===== src/verilog/eas_pkg.sv =====
package eas_pkg;
   // register offsets on the parallel port
   localparam logic [7:0] ADDR_RX_ALARM_STATUS    = 8'h06;
   localparam logic [7:0] ADDR_FRAME_EVENT_STATUS = 8'h07;
   localparam logic [7:0] ADDR_RX_ALARM_IRQ_MASK  = 8'h16;
   localparam logic [7:0] ADDR_FRAME_EVENT_MASK   = 8'h17;
   localparam logic [7:0] MASK_RESET              = 8'h00;
   localparam logic [7:0] RDATA_UNMAPPED          = 8'h00;
   // rx_alarm_status bit positions
   localparam int unsigned BIT_SIG_ONES   = 7;
   localparam int unsigned BIT_DIST_MF    = 6;
   localparam int unsigned BIT_SIG_ZEROS  = 5;
   localparam int unsigned BIT_RX_SLIP    = 4;
   localparam int unsigned BIT_UNFR_ONES  = 3;
   localparam int unsigned BIT_REMOTE     = 2;
   localparam int unsigned BIT_CARRIER    = 1;
   localparam int unsigned BIT_SYNC_LOST  = 0;
   // frame_event_status bit positions
   localparam int unsigned BIT_RX_CAS_MF  = 7;
   localparam int unsigned BIT_RX_ALIGN   = 6;
   localparam int unsigned BIT_TX_MF      = 5;
   localparam int unsigned BIT_TIMER      = 4;
   localparam int unsigned BIT_TX_ALIGN   = 3;
   localparam int unsigned BIT_TX_CLK     = 2;
   localparam int unsigned BIT_RX_CRC4_MF = 1;
   localparam int unsigned BIT_TX_SLIP    = 0;
   // alarm criteria
   localparam int unsigned SIG_MIN_ZEROS  = 3;
   localparam int unsigned UNFR_SPAN_BITS = 512;
   localparam int unsigned UNFR_MIN_ZEROS = 3;
   localparam int unsigned REMOTE_RUN     = 3;
   localparam int unsigned CL_ZEROS_SHORT = 255;
   localparam int unsigned CL_ZEROS_LONG  = 2048;
   localparam int unsigned CL_WINDOW_BITS = 255;
   localparam int unsigned CL_MIN_ONES    = 32;
   // timing
   localparam int unsigned LINE_RATE_KHZ   = 2048;
   localparam int unsigned CLK_PERIOD_NS   = 8;
   localparam int unsigned CHANNEL_TIME_NS = 3906;
   localparam int unsigned TX_CLOCK_LOST_CYCLES     = CHANNEL_TIME_NS / CLK_PERIOD_NS;
   localparam int unsigned TIMER_SLOW_MS   = 1000;
   localparam int unsigned TIMER_FAST_US   = 62500;
   localparam int unsigned TIMER_SLOW_BITS = LINE_RATE_KHZ * TIMER_SLOW_MS;
   localparam int unsigned TIMER_FAST_BITS = LINE_RATE_KHZ * TIMER_FAST_US / 1000;
endpackage


===== src/verilog/eas_alarm_status.sv =====
`timescale 1ns/100ps
// Contract
// - ts16 under three zeros per mf sets ones
// - signaling change sets both signaling flags
// - signaling and distant mf alarms work in ccs
// - ts16 all zero per mf sets zeros
// - distant mf alarm: two mf hysteresis
// - rx elastic store slip sets rx slip
// - unframed ones: under three zeros per 512
// - remote alarm: three consecutive equal bits
// - carrier loss after 255 or 2048 zeros
// - carrier back: 32 ones in 255 bits
// - sync lost flag follows framer sync
// - rx cas mf boundary sets event
// - rx align frame start sets event
// - tx mf boundary sets event
// - timer event each second or 62.5ms
// - tx align frame start sets event
// - tx clock lost; pin when enabled
// - rx crc4 mf boundary sets event
// - tx elastic store slip sets tx slip
// - rx alarm mask: 1 enables, 0 masks
// - frame event mask: 1 enables, 0 masks
module eas_alarm_status #(
   parameter int unsigned P_TIMER_SLOW_BITS = eas_pkg::TIMER_SLOW_BITS,
   parameter int unsigned P_TIMER_FAST_BITS = eas_pkg::TIMER_FAST_BITS
) (
   // clock and reset
   input  wire logic       i_clk,
   input  wire logic       i_rst_n,
   // register port
   input  wire logic [7:0] i_addr,
   input  wire logic       i_wr,
   input  wire logic       i_rd,
   input  wire logic [7:0] i_wdata,
   output logic      [7:0] o_rdata,
   // configuration
   input  wire logic       i_long_zero_count_select,
   input  wire logic       i_fast_timer_select,
   input  wire logic       i_clock_loss_pin_enable,
   // line pins
   input  wire logic       i_line_rx_tip,
   input  wire logic       i_line_rx_ring,
   input  wire logic       i_tx_line_clock,
   // framer receive side
   input  wire logic       i_rx_bit_stb,
   input  wire logic       i_rx_data,
   input  wire logic       i_rx_ts16_bit,
   input  wire logic       i_rx_mf_end,
   input  wire logic       i_rx_dist_mf_stb,
   input  wire logic       i_rx_nonalign_stb,
   input  wire logic       i_rx_sig_change,
   input  wire logic       i_rx_synced,
   input  wire logic       i_rx_align_start,
   input  wire logic       i_rx_crc4_mf_end,
   input  wire logic       i_rx_slip,
   // framer transmit side
   input  wire logic       i_tx_mf_end,
   input  wire logic       i_tx_align_start,
   input  wire logic       i_tx_slip,
   // outputs
   output logic            o_irq,
   output logic            o_tx_clock_lost
);
   localparam int unsigned TW = $clog2(P_TIMER_SLOW_BITS);
   localparam int unsigned LW = $clog2(eas_pkg::TX_CLOCK_LOST_CYCLES + 1);

   logic [1:0]    ts16_zeros_q;
   logic          ts16_one_q;
   logic          sig_ones_q;
   logic          sig_zeros_q;
   logic          dist_prev_q;
   logic          dist_mf_q;
   logic [8:0]    unfr_cnt_q;
   logic [1:0]    unfr_zeros_q;
   logic          unfr_ones_q;
   logic [1:0]    ra_ones_q;
   logic [1:0]    ra_zeros_q;
   logic          remote_q;
   logic [3:0]    line_sync_q;
   logic [11:0]   cl_zero_run_q;
   logic [7:0]    cl_win_q;
   logic [5:0]    cl_ones_q;
   logic          carrier_lost_q;
   logic          sync_lost_q;
   logic          rx_slip_q;
   logic [TW-1:0] timer_q;
   logic          timer_tick_q;
   logic [2:0]    tx_line_clock_sync_q;
   logic [LW-1:0] tx_clock_lost_cnt_q;
   logic          tx_clk_lost_q;
   logic [7:0]    evt_q;
   logic [7:0]    rx_mask_q;
   logic [7:0]    evt_mask_q;
   logic [7:0]    rx_alarm;
   logic [7:0]    frame_evt;
   logic          line_one;
   logic [11:0]   cl_limit;
   logic [TW-1:0] timer_last;
   logic          rd_alarm;
   logic          rd_evt;

   assign line_one   = line_sync_q[3] | line_sync_q[2];
   assign cl_limit   = i_long_zero_count_select ? 12'(eas_pkg::CL_ZEROS_LONG)
                                                : 12'(eas_pkg::CL_ZEROS_SHORT);
   assign timer_last = i_fast_timer_select ? TW'(P_TIMER_FAST_BITS - 1)
                                           : TW'(P_TIMER_SLOW_BITS - 1);
   assign rd_alarm   = i_rd && (i_addr == eas_pkg::ADDR_RX_ALARM_STATUS);
   assign rd_evt     = i_rd && (i_addr == eas_pkg::ADDR_FRAME_EVENT_STATUS);

   assign rx_alarm = {sig_ones_q, dist_mf_q, sig_zeros_q, rx_slip_q,
                      unfr_ones_q, remote_q, carrier_lost_q, sync_lost_q};
   always_comb begin
      frame_evt = evt_q;
      frame_evt[eas_pkg::BIT_TX_CLK] = tx_clk_lost_q;
   end

   // signaling all ones / all zeros over each multiframe, no ccs gating
   always_ff @(posedge i_clk or negedge i_rst_n) begin
      if (!i_rst_n) begin
         ts16_zeros_q <= 2'h0;
         ts16_one_q   <= 1'b0;
         sig_ones_q   <= 1'b0;
         sig_zeros_q  <= 1'b0;
      end else if (i_rx_mf_end) begin
         sig_ones_q   <= (ts16_zeros_q < 2'(eas_pkg::SIG_MIN_ZEROS))
                         || i_rx_sig_change;
         sig_zeros_q  <= !ts16_one_q || i_rx_sig_change;
         ts16_zeros_q <= 2'h0;
         ts16_one_q   <= 1'b0;
      end else begin
         if (i_rx_sig_change) begin
            sig_ones_q  <= 1'b1;
            sig_zeros_q <= 1'b1;
         end
         if (i_rx_bit_stb && i_rx_ts16_bit) begin
            if (i_rx_data) begin
               ts16_one_q <= 1'b1;
            end else if (ts16_zeros_q != 2'h3) begin
               ts16_zeros_q <= ts16_zeros_q + 2'h1;
            end
         end
      end
   end

   // distant multiframe alarm
   always_ff @(posedge i_clk or negedge i_rst_n) begin
      if (!i_rst_n) begin
         dist_prev_q <= 1'b0;
         dist_mf_q   <= 1'b0;
      end else if (i_rx_dist_mf_stb) begin
         dist_prev_q <= i_rx_data;
         if (i_rx_data && dist_prev_q) begin
            dist_mf_q <= 1'b1;
         end else if (!i_rx_data && !dist_prev_q) begin
            dist_mf_q <= 1'b0;
         end
      end
   end

   // unframed all ones over 512-bit spans
   always_ff @(posedge i_clk or negedge i_rst_n) begin
      if (!i_rst_n) begin
         unfr_cnt_q   <= 9'h000;
         unfr_zeros_q <= 2'h0;
         unfr_ones_q  <= 1'b0;
      end else if (i_rx_bit_stb) begin
         unfr_cnt_q <= unfr_cnt_q + 9'h001;
         if (unfr_cnt_q == 9'(eas_pkg::UNFR_SPAN_BITS - 1)) begin
            unfr_ones_q  <= ({1'b0, unfr_zeros_q} + 3'(!i_rx_data))
                            < 3'(eas_pkg::UNFR_MIN_ZEROS);
            unfr_zeros_q <= 2'h0;
         end else if (!i_rx_data && unfr_zeros_q != 2'h3) begin
            unfr_zeros_q <= unfr_zeros_q + 2'h1;
         end
      end
   end

   // remote alarm from non-align frame bit 3
   always_ff @(posedge i_clk or negedge i_rst_n) begin
      if (!i_rst_n) begin
         ra_ones_q  <= 2'h0;
         ra_zeros_q <= 2'h0;
         remote_q   <= 1'b0;
      end else if (i_rx_nonalign_stb) begin
         if (i_rx_data) begin
            ra_zeros_q <= 2'h0;
            ra_ones_q  <= (ra_ones_q == 2'h3) ? 2'h3 : ra_ones_q + 2'h1;
            if (ra_ones_q == 2'(eas_pkg::REMOTE_RUN - 1)) begin
               remote_q <= 1'b1;
            end
         end else begin
            ra_ones_q  <= 2'h0;
            ra_zeros_q <= (ra_zeros_q == 2'h3) ? 2'h3 : ra_zeros_q + 2'h1;
            if (ra_zeros_q == 2'(eas_pkg::REMOTE_RUN - 1)) begin
               remote_q <= 1'b0;
            end
         end
      end
   end

   // line pin synchroniser
   always_ff @(posedge i_clk or negedge i_rst_n) begin
      if (!i_rst_n) begin
         line_sync_q <= 4'h0;
      end else begin
         line_sync_q <= {line_sync_q[1:0], i_line_rx_ring, i_line_rx_tip};
      end
   end

   // carrier loss and recovery
   always_ff @(posedge i_clk or negedge i_rst_n) begin
      if (!i_rst_n) begin
         cl_zero_run_q  <= 12'h000;
         cl_win_q       <= 8'h00;
         cl_ones_q      <= 6'h00;
         carrier_lost_q <= 1'b0;
      end else if (i_rx_bit_stb) begin
         if (line_one) begin
            cl_zero_run_q <= 12'h000;
         end else if (cl_zero_run_q != cl_limit) begin
            cl_zero_run_q <= cl_zero_run_q + 12'h001;
         end
         if (!carrier_lost_q) begin
            cl_win_q  <= 8'h00;
            cl_ones_q <= 6'h00;
            if (!line_one && cl_zero_run_q == cl_limit - 12'h001) begin
               carrier_lost_q <= 1'b1;
            end
         end else if (line_one &&
                      cl_ones_q == 6'(eas_pkg::CL_MIN_ONES - 1)) begin
            carrier_lost_q <= 1'b0;
         end else if (cl_win_q == 8'(eas_pkg::CL_WINDOW_BITS - 1)) begin
            cl_win_q  <= 8'h00;
            cl_ones_q <= 6'h00;
         end else begin
            cl_win_q  <= cl_win_q + 8'h01;
            cl_ones_q <= cl_ones_q + 6'(line_one);
         end
      end
   end

   // sync state and receive slip
   always_ff @(posedge i_clk or negedge i_rst_n) begin
      if (!i_rst_n) begin
         sync_lost_q <= 1'b0;
         rx_slip_q   <= 1'b0;
      end else begin
         sync_lost_q <= !i_rx_synced;
         if (i_rx_slip) begin
            rx_slip_q <= 1'b1;
         end else if (rd_alarm) begin
            rx_slip_q <= 1'b0;
         end
      end
   end

   // timer from receive bit clock
   always_ff @(posedge i_clk or negedge i_rst_n) begin
      if (!i_rst_n) begin
         timer_q      <= '0;
         timer_tick_q <= 1'b0;
      end else begin
         timer_tick_q <= i_rx_bit_stb && timer_q >= timer_last;
         if (i_rx_bit_stb) begin
            timer_q <= (timer_q >= timer_last) ? '0 : timer_q + TW'(1);
         end
      end
   end

   // transmit clock watchdog
   always_ff @(posedge i_clk or negedge i_rst_n) begin
      if (!i_rst_n) begin
         tx_line_clock_sync_q     <= 3'h0;
         tx_clock_lost_cnt_q      <= '0;
         tx_clk_lost_q   <= 1'b0;
         o_tx_clock_lost <= 1'b0;
      end else begin
         tx_line_clock_sync_q <= {tx_line_clock_sync_q[1:0], i_tx_line_clock};
         if (tx_line_clock_sync_q[2] != tx_line_clock_sync_q[1]) begin
            tx_clock_lost_cnt_q <= '0;
         end else if (tx_clock_lost_cnt_q != LW'(eas_pkg::TX_CLOCK_LOST_CYCLES)) begin
            tx_clock_lost_cnt_q <= tx_clock_lost_cnt_q + LW'(1);
         end
         tx_clk_lost_q   <= tx_clock_lost_cnt_q == LW'(eas_pkg::TX_CLOCK_LOST_CYCLES);
         o_tx_clock_lost <= tx_clk_lost_q && i_clock_loss_pin_enable;
      end
   end

   // sticky frame events, cleared by read, set wins
   always_ff @(posedge i_clk or negedge i_rst_n) begin
      if (!i_rst_n) begin
         evt_q <= 8'h00;
      end else begin
         evt_q <= (rd_evt ? 8'h00 : evt_q) | {
            i_rx_mf_end,
            i_rx_align_start,
            i_tx_mf_end,
            timer_tick_q,
            i_tx_align_start,
            1'b0,
            i_rx_crc4_mf_end,
            i_tx_slip};
      end
   end

   // mask registers and read port
   always_ff @(posedge i_clk or negedge i_rst_n) begin
      if (!i_rst_n) begin
         rx_mask_q  <= eas_pkg::MASK_RESET;
         evt_mask_q <= eas_pkg::MASK_RESET;
         o_rdata    <= eas_pkg::RDATA_UNMAPPED;
      end else begin
         if (i_wr && i_addr == eas_pkg::ADDR_RX_ALARM_IRQ_MASK) begin
            rx_mask_q <= i_wdata;
         end
         if (i_wr && i_addr == eas_pkg::ADDR_FRAME_EVENT_MASK) begin
            evt_mask_q <= i_wdata;
         end
         if (i_rd) begin
            unique case (i_addr)
               eas_pkg::ADDR_RX_ALARM_STATUS:    o_rdata <= rx_alarm;
               eas_pkg::ADDR_FRAME_EVENT_STATUS: o_rdata <= frame_evt;
               eas_pkg::ADDR_RX_ALARM_IRQ_MASK:  o_rdata <= rx_mask_q;
               eas_pkg::ADDR_FRAME_EVENT_MASK:   o_rdata <= evt_mask_q;
               default:                          o_rdata <= eas_pkg::RDATA_UNMAPPED;
            endcase
         end
      end
   end

   // interrupt request
   always_ff @(posedge i_clk or negedge i_rst_n) begin
      if (!i_rst_n) begin
         o_irq <= 1'b0;
      end else begin
         o_irq <= |(rx_alarm & rx_mask_q) || |(frame_evt & evt_mask_q);
      end
   end
endmodule


===== config.mk =====
export PLATFORM = sky130hd
export DESIGN_NAME = eas_alarm_status
export DESIGN_NICKNAME = d
export VERILOG_FILES = /design/src/verilog/eas_pkg.sv /design/src/verilog/eas_alarm_status.sv
export SDC_FILE = /design/constraint.sdc
export NUM_CORES = 1
export LEC_CHECK = 0
export BUFFER_PORTS_ARGS = -buffer_cell sky130_fd_sc_hd__clkbuf_2
export CORE_MARGIN = 2
export CORE_UTILIZATION = 60
export DETAILED_ROUTE_END_ITERATION = 8
export PLACE_DENSITY_LB_ADDON = 0.3
export SETUP_SLACK_MARGIN = 0.15
export SYNTH_ARGS = -nofsm -noshare
export SYNTH_HDL_FRONTEND = slang
export SYNTH_SLANG_ARGS = --single-unit

===== constraint.sdc =====
create_clock -name i_clk -period 3.5 [get_ports i_clk]
set_input_delay 0 -clock i_clk [delete_from_list [all_inputs] [get_ports i_clk]]
set_output_delay 0 -clock i_clk [all_outputs]
set_load 0.01 [all_outputs]

==> results of run 1 <==
-- cell families after synthesis --
group,after synthesis,synth area share (%)
buffers and inverters,63,4.02
AO/OA/AOI/OAI,132,14.3
multiplexers,32,7.14
adder cells (fa/ha/maj),23,4.60
flip-flops,125,50.0
AND/OR/NAND/NOR,200,16.9
XOR/XNOR,22,3.08
-- flip-flops by register name (all words and copies together) (netlist names), 2 cells and up --
signal / cells
tx_line_clock_sync_q: 3
evt_q: 7
timer_q: 21
line_sync_q: 4
unfr_zeros_q: 2
ts16_zeros_q: 2
rx_mask_q: 8
evt_mask_q: 8
cl_zero_run_q: 12
cl_win_q: 8
ra_zeros_q: 2
o_rdata: 8
ra_ones_q: 2
tx_clock_lost_cnt_q: 9
cl_ones_q: 6
unfr_cnt_q: 9
-- per-layer routing --
layer,vias up,global-route usage (%),wire [microns]
li1,2377,-,-
met1,2520,34.5,5970
met5,-,0,0
met2,209,47.6,7480
met3,41,5.82,742
met4,0,13.3,479
-- worst reg2reg max path, cell delays in order (launching register included) --
cell and delay (ns):
dfrtp_1 0.44, ha_1 0.32, nand4_1 0.12, nor3_1 0.20, nand3_1 0.44, nand3_1 0.52
o311ai_0 0.21
-- final cells by class --
| class | count | share of cell area [%] |
|---|---|---|
| flip-flops and latches | 125 | 41.4 |
| clock inverters | 10 | 1.82 |
| multi-input cells | 409 | 38.1 |
| inverters | 42 | 2.09 |
| clock buffers | 22 | 6.00 |
| repair buffers | 89 | 8.35 |
| well taps | 136 | 2.25 |
-- per-stage QoR --
step | utilization, % | cells
5_1_grt | 73.8 | 833
4_1_cts | 73.8 | 833
3_5_place_dp | 64.8 | 768
3_3_place_gp | 64.8 | 768
2_1_floorplan | - | 597
6_report | 73.8 | 833
-- power breakdown --
part / switching (W) / internal, W
combinational: 0.000277 / 0.000238
clock: 0.000623 / 0.00112
sequential: 0.000147 / 0.00158
total: 0.00105 / 0.00294
-- worst max path at each step --
stage | cells past startpoint | endpoint | start
after floorplan | 8 | cl_ones_q[4]$_DFFE_PN0P_ | line_sync_q[2]$_DFF_PN0_
after global placement | 6 | timer_q[10]$_DFFE_PN0P_ | timer_q[15]$_DFFE_PN0P_
after detailed placement | 6 | timer_q[16]$_DFFE_PN0P_ | timer_q[15]$_DFFE_PN0P_
after CTS | 6 | timer_q[16]$_DFFE_PN0P_ | timer_q[15]$_DFFE_PN0P_
after global routing | 6 | timer_q[16]$_DFFE_PN0P_ | timer_q[15]$_DFFE_PN0P_
final | 6 | timer_q[5]$_DFFE_PN0P_ | timer_q[15]$_DFFE_PN0P_
-- synthesized netlist by cell type, types with 9 or more instances --
library cell	instances
nand2_1	44
o31ai_1	21
o22ai_1	12
mux2_2	21
clkbuf_1	16
ha_1	23
nand4_1	24
inv_1	40
nor3_1	13
a21o_1	9
o21ai_0	29
a21oi_1	15
nor2_1	37
nand3_1	35
dfrtp_1	125
a31oi_1	11
xor2_1	14
==> flow_summary.json, run 1 <==
{
  "outcome": "finished, final reports clean",
  "ff2ff_path_depth": 6,
  "r2r-end": "timer_q[5]$_DFFE_PN0P_",
  "timing.setup.critical_path_class": "flop to flop",
  "setup_viol_count_final": 0,
  "ys_top_cells_by_area": "dfrtp_1 (50%), ha_1 (4.6%), mux2_2 (3.8%)",
  "die_width_microns": 106,
  "mean_instance_size_in_the_synthesized_netlist_sq_um": 10.5,
  "p_leak_nw": 3.36,
  "clkSinkCount": 125,
  "detailed_place_hpwl_microns": 9050,
  "tns_ns": 0,
  "num_vias": 5147,
  "fmaxAchievable_mhz": 415,
  "totalPowerFinal_w": 0.00399,
  "hold_wc_startpoint": "i_rx_bit_stb",
  "boundaryPins": 50,
  "end_kind": "flop",
  "hp-class": "primary input to flop",
  "placement_rows": 37,
  "cp_slowest_stage_delay_ns": 0.52,
  "route.antenna.remaining_nets": 0,
  "drt_iter0_drc": 455,
  "cts_hold_buffers": 33,
  "preCtsSetupSlack_ns": 1.15,
  "ctsLongestPathBuffers": 2,
  "grt_antenna_before_repair": 0,
  "synth_area_leader_cell": "dfrtp_1",
  "min_period_over_period_pct": 68.8,
  "final_max_tran_viols": 0,
  "netlist.area_leader.share_pct": 50.0,
  "cp_top_family": "simple AND/OR/NAND/NOR gates",
  "timing.final.hold_violations": 0,
  "postSynthNetCount": 660,
  "stdcell_area_sq_mm": 0.00755,
  "clock_insertion_delay_worst_skew_ns": 0.52,
  "viasPerCell": 6.18,
  "initial_utilization_pct": 61.2,
  "syn2layout_area_growth_pct": 20.7,
  "antenna-diode-count": 0,
  "grt_overflow": 0,
  "r2r_setup_slack_ns": 1.09,
  "post_route_cells_drive_above_1_share_pct": 17.8,
  "clk_skew_ns": 0.00999,
  "cts_setup_buffers": 0,
  "yosysSeqAreaShare_pct": 50.0,
  "critical_path.n_buffers_inverters": 0,
  "cp_data_required_time_ns": 3.86,
  "synthFlopType": "dfrtp_1",
  "final_common_cell": "dfrtp_1",
  "coreArea_sq_mm": 0.0102,
  "totalWireLength_microns": 14700,
  "die_height_microns": 106,
  "tritoncts_buffer_count": 17,
  "synth.ff_latch_count": 125,
  "number_of_global_route_vias_before_repair": 5205,
  "cpMostUsedCell": "nand3_1",
  "worstPathMaxFanout": 14,
  "clk_pin_slew_ns": 0.06,
  "wire_length_of_the_first_global_routing_pass_microns": 24900,
  "final_nets": 747,
  "rsz0062_at_grt": "no",
  "fin_worst_setup_slack_ns": 1.09,
  "grt.total_usage_pct": 28.1,
  "max_h_tree_level": 4,
  "vdd_drop_max_mv": 0.374,
  "worstMarginPinSlew_ns": 0.850,
  "multi_input_comb_area_sq_mm": 0.00288,
  "total_power_divided_by_cell_area_mw_per_mm2": 528,
  "path_cells": "ha_1 > nand4_1 > nor3_1 > nand3_1 > nand3_1 > o311ai_0",
  "post_cts_resize_count": 0,
  "holdPathEnd": "timer_q[0]$_DFFE_PN0P_",
  "firstDrtPassIters": 5,
  "synth-edff-count": 0,
  "hold_depth": 2,
  "worst_path_max_delay_cell": "nand3_1",
  "nFillCells": 677,
  "syn_inst": 597,
  "most-common-layout-cells": "dfrtp_1 (125), clkbuf_2 (48), nand2_1 (44)",
  "yosysWarnings": 0,
  "whs_ns": 0.0490,
  "detail_route.wl_per_cell_microns": 17.6,
  "place.gp.congestion": 0.873,
  "postSynth.asyncResetShare_pct": 100,
  "drv.max_cap_violation_count": 0,
  "cts_tree": "done",
  "drcViolationCount": 0,
  "syn_area_sq_mm": 0.00626,
  "place_area_sq_mm": 0.00663,
  "crit_arrival_ns": 2.77,
  "portBuffers": 49,
  "synth_cell_types": 60,
  "design.die.area_sq_mm": 0.0113,
  "min_period_ns": 2.41,
  "area.sequential_sq_mm": 0.00313,
  "r2r_start": "timer_q[15]$_DFFE_PN0P_",
  "grt_start_max_net_pins": 67,
  "timing.slew.headroom_pct": 43.3,
  "cp-start-kind": "flop",
  "root_buffer": "clkbuf_8"
}
(Power assumes the default switching activity.)
==> run 2, diff against run 1 <==
Settings changed: CORE_UTILIZATION 60 to 54.
Clock period 3.5 ns to 2.2 ns, I/O delays scaled along.
==> run 2 against run 1 <==
Effect of this change: sequential power is 59% higher; count of clock-buffer cells in the layout is 1 lower; wire length decreased by 5.6%; non-clock buffer count up 7; cell count is 1.7% higher; sequential share of layout area shrank 0.65 points; critical path depth up 1.
==> flow_summary.json, run 2 (synthesis results as in run 1) <==
{
  "clkSinkCount": 125,
  "hold_wc_startpoint": "i_long_zero_count_select",
  "vdd_drop_max_mv": 0.993,
  "wire_length_of_the_first_global_routing_pass_microns": 23600,
  "min_period_ns": 1.94,
  "place.gp.congestion": 0.847,
  "worstPathMaxFanout": 17,
  "hold_depth": 4,
  "boundaryPins": 50,
  "hp-class": "primary input to flop",
  "ctsLongestPathBuffers": 2,
  "coreArea_sq_mm": 0.0114,
  "worstMarginPinSlew_ns": 0.638,
  "ff2ff_path_depth": 7,
  "drcViolationCount": 0,
  "tns_ns": 0,
  "clk_skew_ns": 0.0109,
  "die_width_microns": 112,
  "syn2layout_area_growth_pct": 22.7,
  "rsz0062_at_grt": "yes",
  "outcome": "finished, final reports clean",
  "num_vias": 5015,
  "cp-start-kind": "flop",
  "totalWireLength_microns": 13800,
  "timing.final.hold_violations": 0,
  "grt_antenna_before_repair": 0,
  "most-common-layout-cells": "dfrtp_1 (125), clkbuf_2 (48), nand2_1 (44)",
  "placement_rows": 39,
  "r2r_setup_slack_ns": 0.26,
  "end_kind": "flop",
  "root_buffer": "clkbuf_16",
  "final_common_cell": "dfrtp_1",
  "final_nets": 754,
  "design.die.area_sq_mm": 0.0125,
  "regMostFlops": "timer_q",
  "crit_arrival_ns": 2.25,
  "portBuffers": 49,
  "route.antenna.remaining_nets": 0,
  "area.sequential_sq_mm": 0.00313,
  "detail_route.wl_per_cell_microns": 16.3,
  "cp_data_required_time_ns": 2.51,
  "number_of_global_route_vias_before_repair": 5048,
  "nFillCells": 801,
  "setup_viol_count_final": 0,
  "r2r-end": "timer_q[8]$_DFFE_PN0P_",
  "timing.setup.critical_path_class": "flop to flop",
  "grt_overflow": 0,
  "viasPerCell": 5.92,
  "clk_pin_slew_ns": 0.05,
  "total_power_divided_by_cell_area_mw_per_mm2": 843,
  "initial_utilization_pct": 55.0,
  "die_height_microns": 112,
  "min_period_over_period_pct": 88.3,
  "final_max_tran_viols": 0,
  "detailed_place_hpwl_microns": 8970,
  "clock_insertion_delay_worst_skew_ns": 0.42,
  "max_h_tree_level": 4,
  "holdPathEnd": "carrier_lost_q$_DFFE_PN0P_",
  "largest_reg_flops": 21,
  "fmaxAchievable_mhz": 515,
  "timing.slew.headroom_pct": 57.3,
  "largest_registers": "timer_q x21, cl_zero_run_q x12",
  "p_leak_nw": 3.42,
  "multi_input_comb_area_sq_mm": 0.00289,
  "grt_start_max_net_pins": 71,
  "post_route_cells_drive_above_1_share_pct": 19.6,
  "preCtsSetupSlack_ns": 0.197,
  "grt.total_usage_pct": 23.7,
  "drt_iter0_drc": 402,
  "cts_tree": "done",
  "fin_worst_setup_slack_ns": 0.257,
  "firstDrtPassIters": 5,
  "tritoncts_buffer_count": 17,
  "r2r_start": "timer_q[11]$_DFFE_PN0P_",
  "antenna-diode-count": 0,
  "drv.max_cap_violation_count": 0
}
## run 2: stage by stage
| stage | hold WS [ns] | cells | utilization, % | power [W] | cell area, sq um |
|---|---|---|---|---|---|
| after floorplan | -0.296 | 597 | - | 0.00324 | 6260 |
| after global placement | -0.106 | 784 | 59.1 | 0.00346 | 6720 |
| after detailed placement | -0.102 | 784 | 59.1 | 0.00352 | 6720 |
| after CTS | 0.0302 | 847 | 67.4 | 0.00650 | 7660 |
| after global routing | 0.0736 | 847 | 67.5 | 0.00677 | 7680 |
| final | 0.0568 | 847 | 67.5 | 0.00647 | 7680 |
## run 2: worst max path at each step
| stage | start | end | slack, ns | depth (start not counted) |
|---|---|---|---|---|
| 2_1_floorplan | line_sync_q[2]$_DFF_PN0_ | cl_ones_q[4]$_DFFE_PN0P_ | 0.27 | 8 |
| 3_3_place_gp | cl_zero_run_q[6]$_DFFE_PN0P_ | cl_zero_run_q[6]$_DFFE_PN0P_ | 0.30 | 5 |
| 3_5_place_dp | cl_zero_run_q[4]$_DFFE_PN0P_ | cl_zero_run_q[6]$_DFFE_PN0P_ | 0.20 | 5 |
| 4_1_cts | timer_q[15]$_DFFE_PN0P_ | timer_q[8]$_DFFE_PN0P_ | 0.18 | 7 |
| 5_1_grt | timer_q[20]$_DFFE_PN0P_ | timer_q[8]$_DFFE_PN0P_ | 0.11 | 7 |
| 6_report | timer_q[11]$_DFFE_PN0P_ | timer_q[8]$_DFFE_PN0P_ | 0.26 | 7 |
## run 2: cell type report
| type | instances | share of cell area [%] |
|---|---|---|
| flip-flops and latches | 125 | 40.7 |
| well taps | 143 | 2.33 |
| clock inverters | 11 | 2.05 |
| inverters | 42 | 2.05 |
| repair buffers | 96 | 9.05 |
| multi-input cells | 409 | 37.6 |
| clock buffers | 21 | 6.13 |
## run 2: power by group
part	switching [W]	total [W]	internal [W]
Combinational	0.000411	0.000792	0.000381
Sequential	0.000232	0.00275	0.00252
Clock	0.00104	0.00292	0.00188
## run 2: per-layer routing
layer  vias to the layer above  share of wire [%]  wire (microns)  track usage (%)
met5                         -                  0               0                0
met4                         0                2.4             334             10.1
met3                        32                4.6             631             7.19
met2                       158                 50            6960             39.0
met1                      2437                 43            5910             29.3
li1                       2388                  -               -                -
## run 2: critical path: stages, from the launching register on
cell and delay [ns]:
dfrtp_1 0.43, ha_1 0.31, a21oi_1 0.16, o21ai_1 0.09
a21oi_2 0.19, buf_4 0.23, nand2_1 0.11, o311ai_1 0.30
## run 2: what timing repair did
| item | 4_1_cts | 5_1_grt |
|---|---|---|
| hold buffers | 31 | 0 |
| setup buffers | 0 | 0 |
| setup endpoints to repair | 0 | 16 |
| resized for setup | 0 | 8 |
| endpoints found under the hold margin | 174 | 0 |
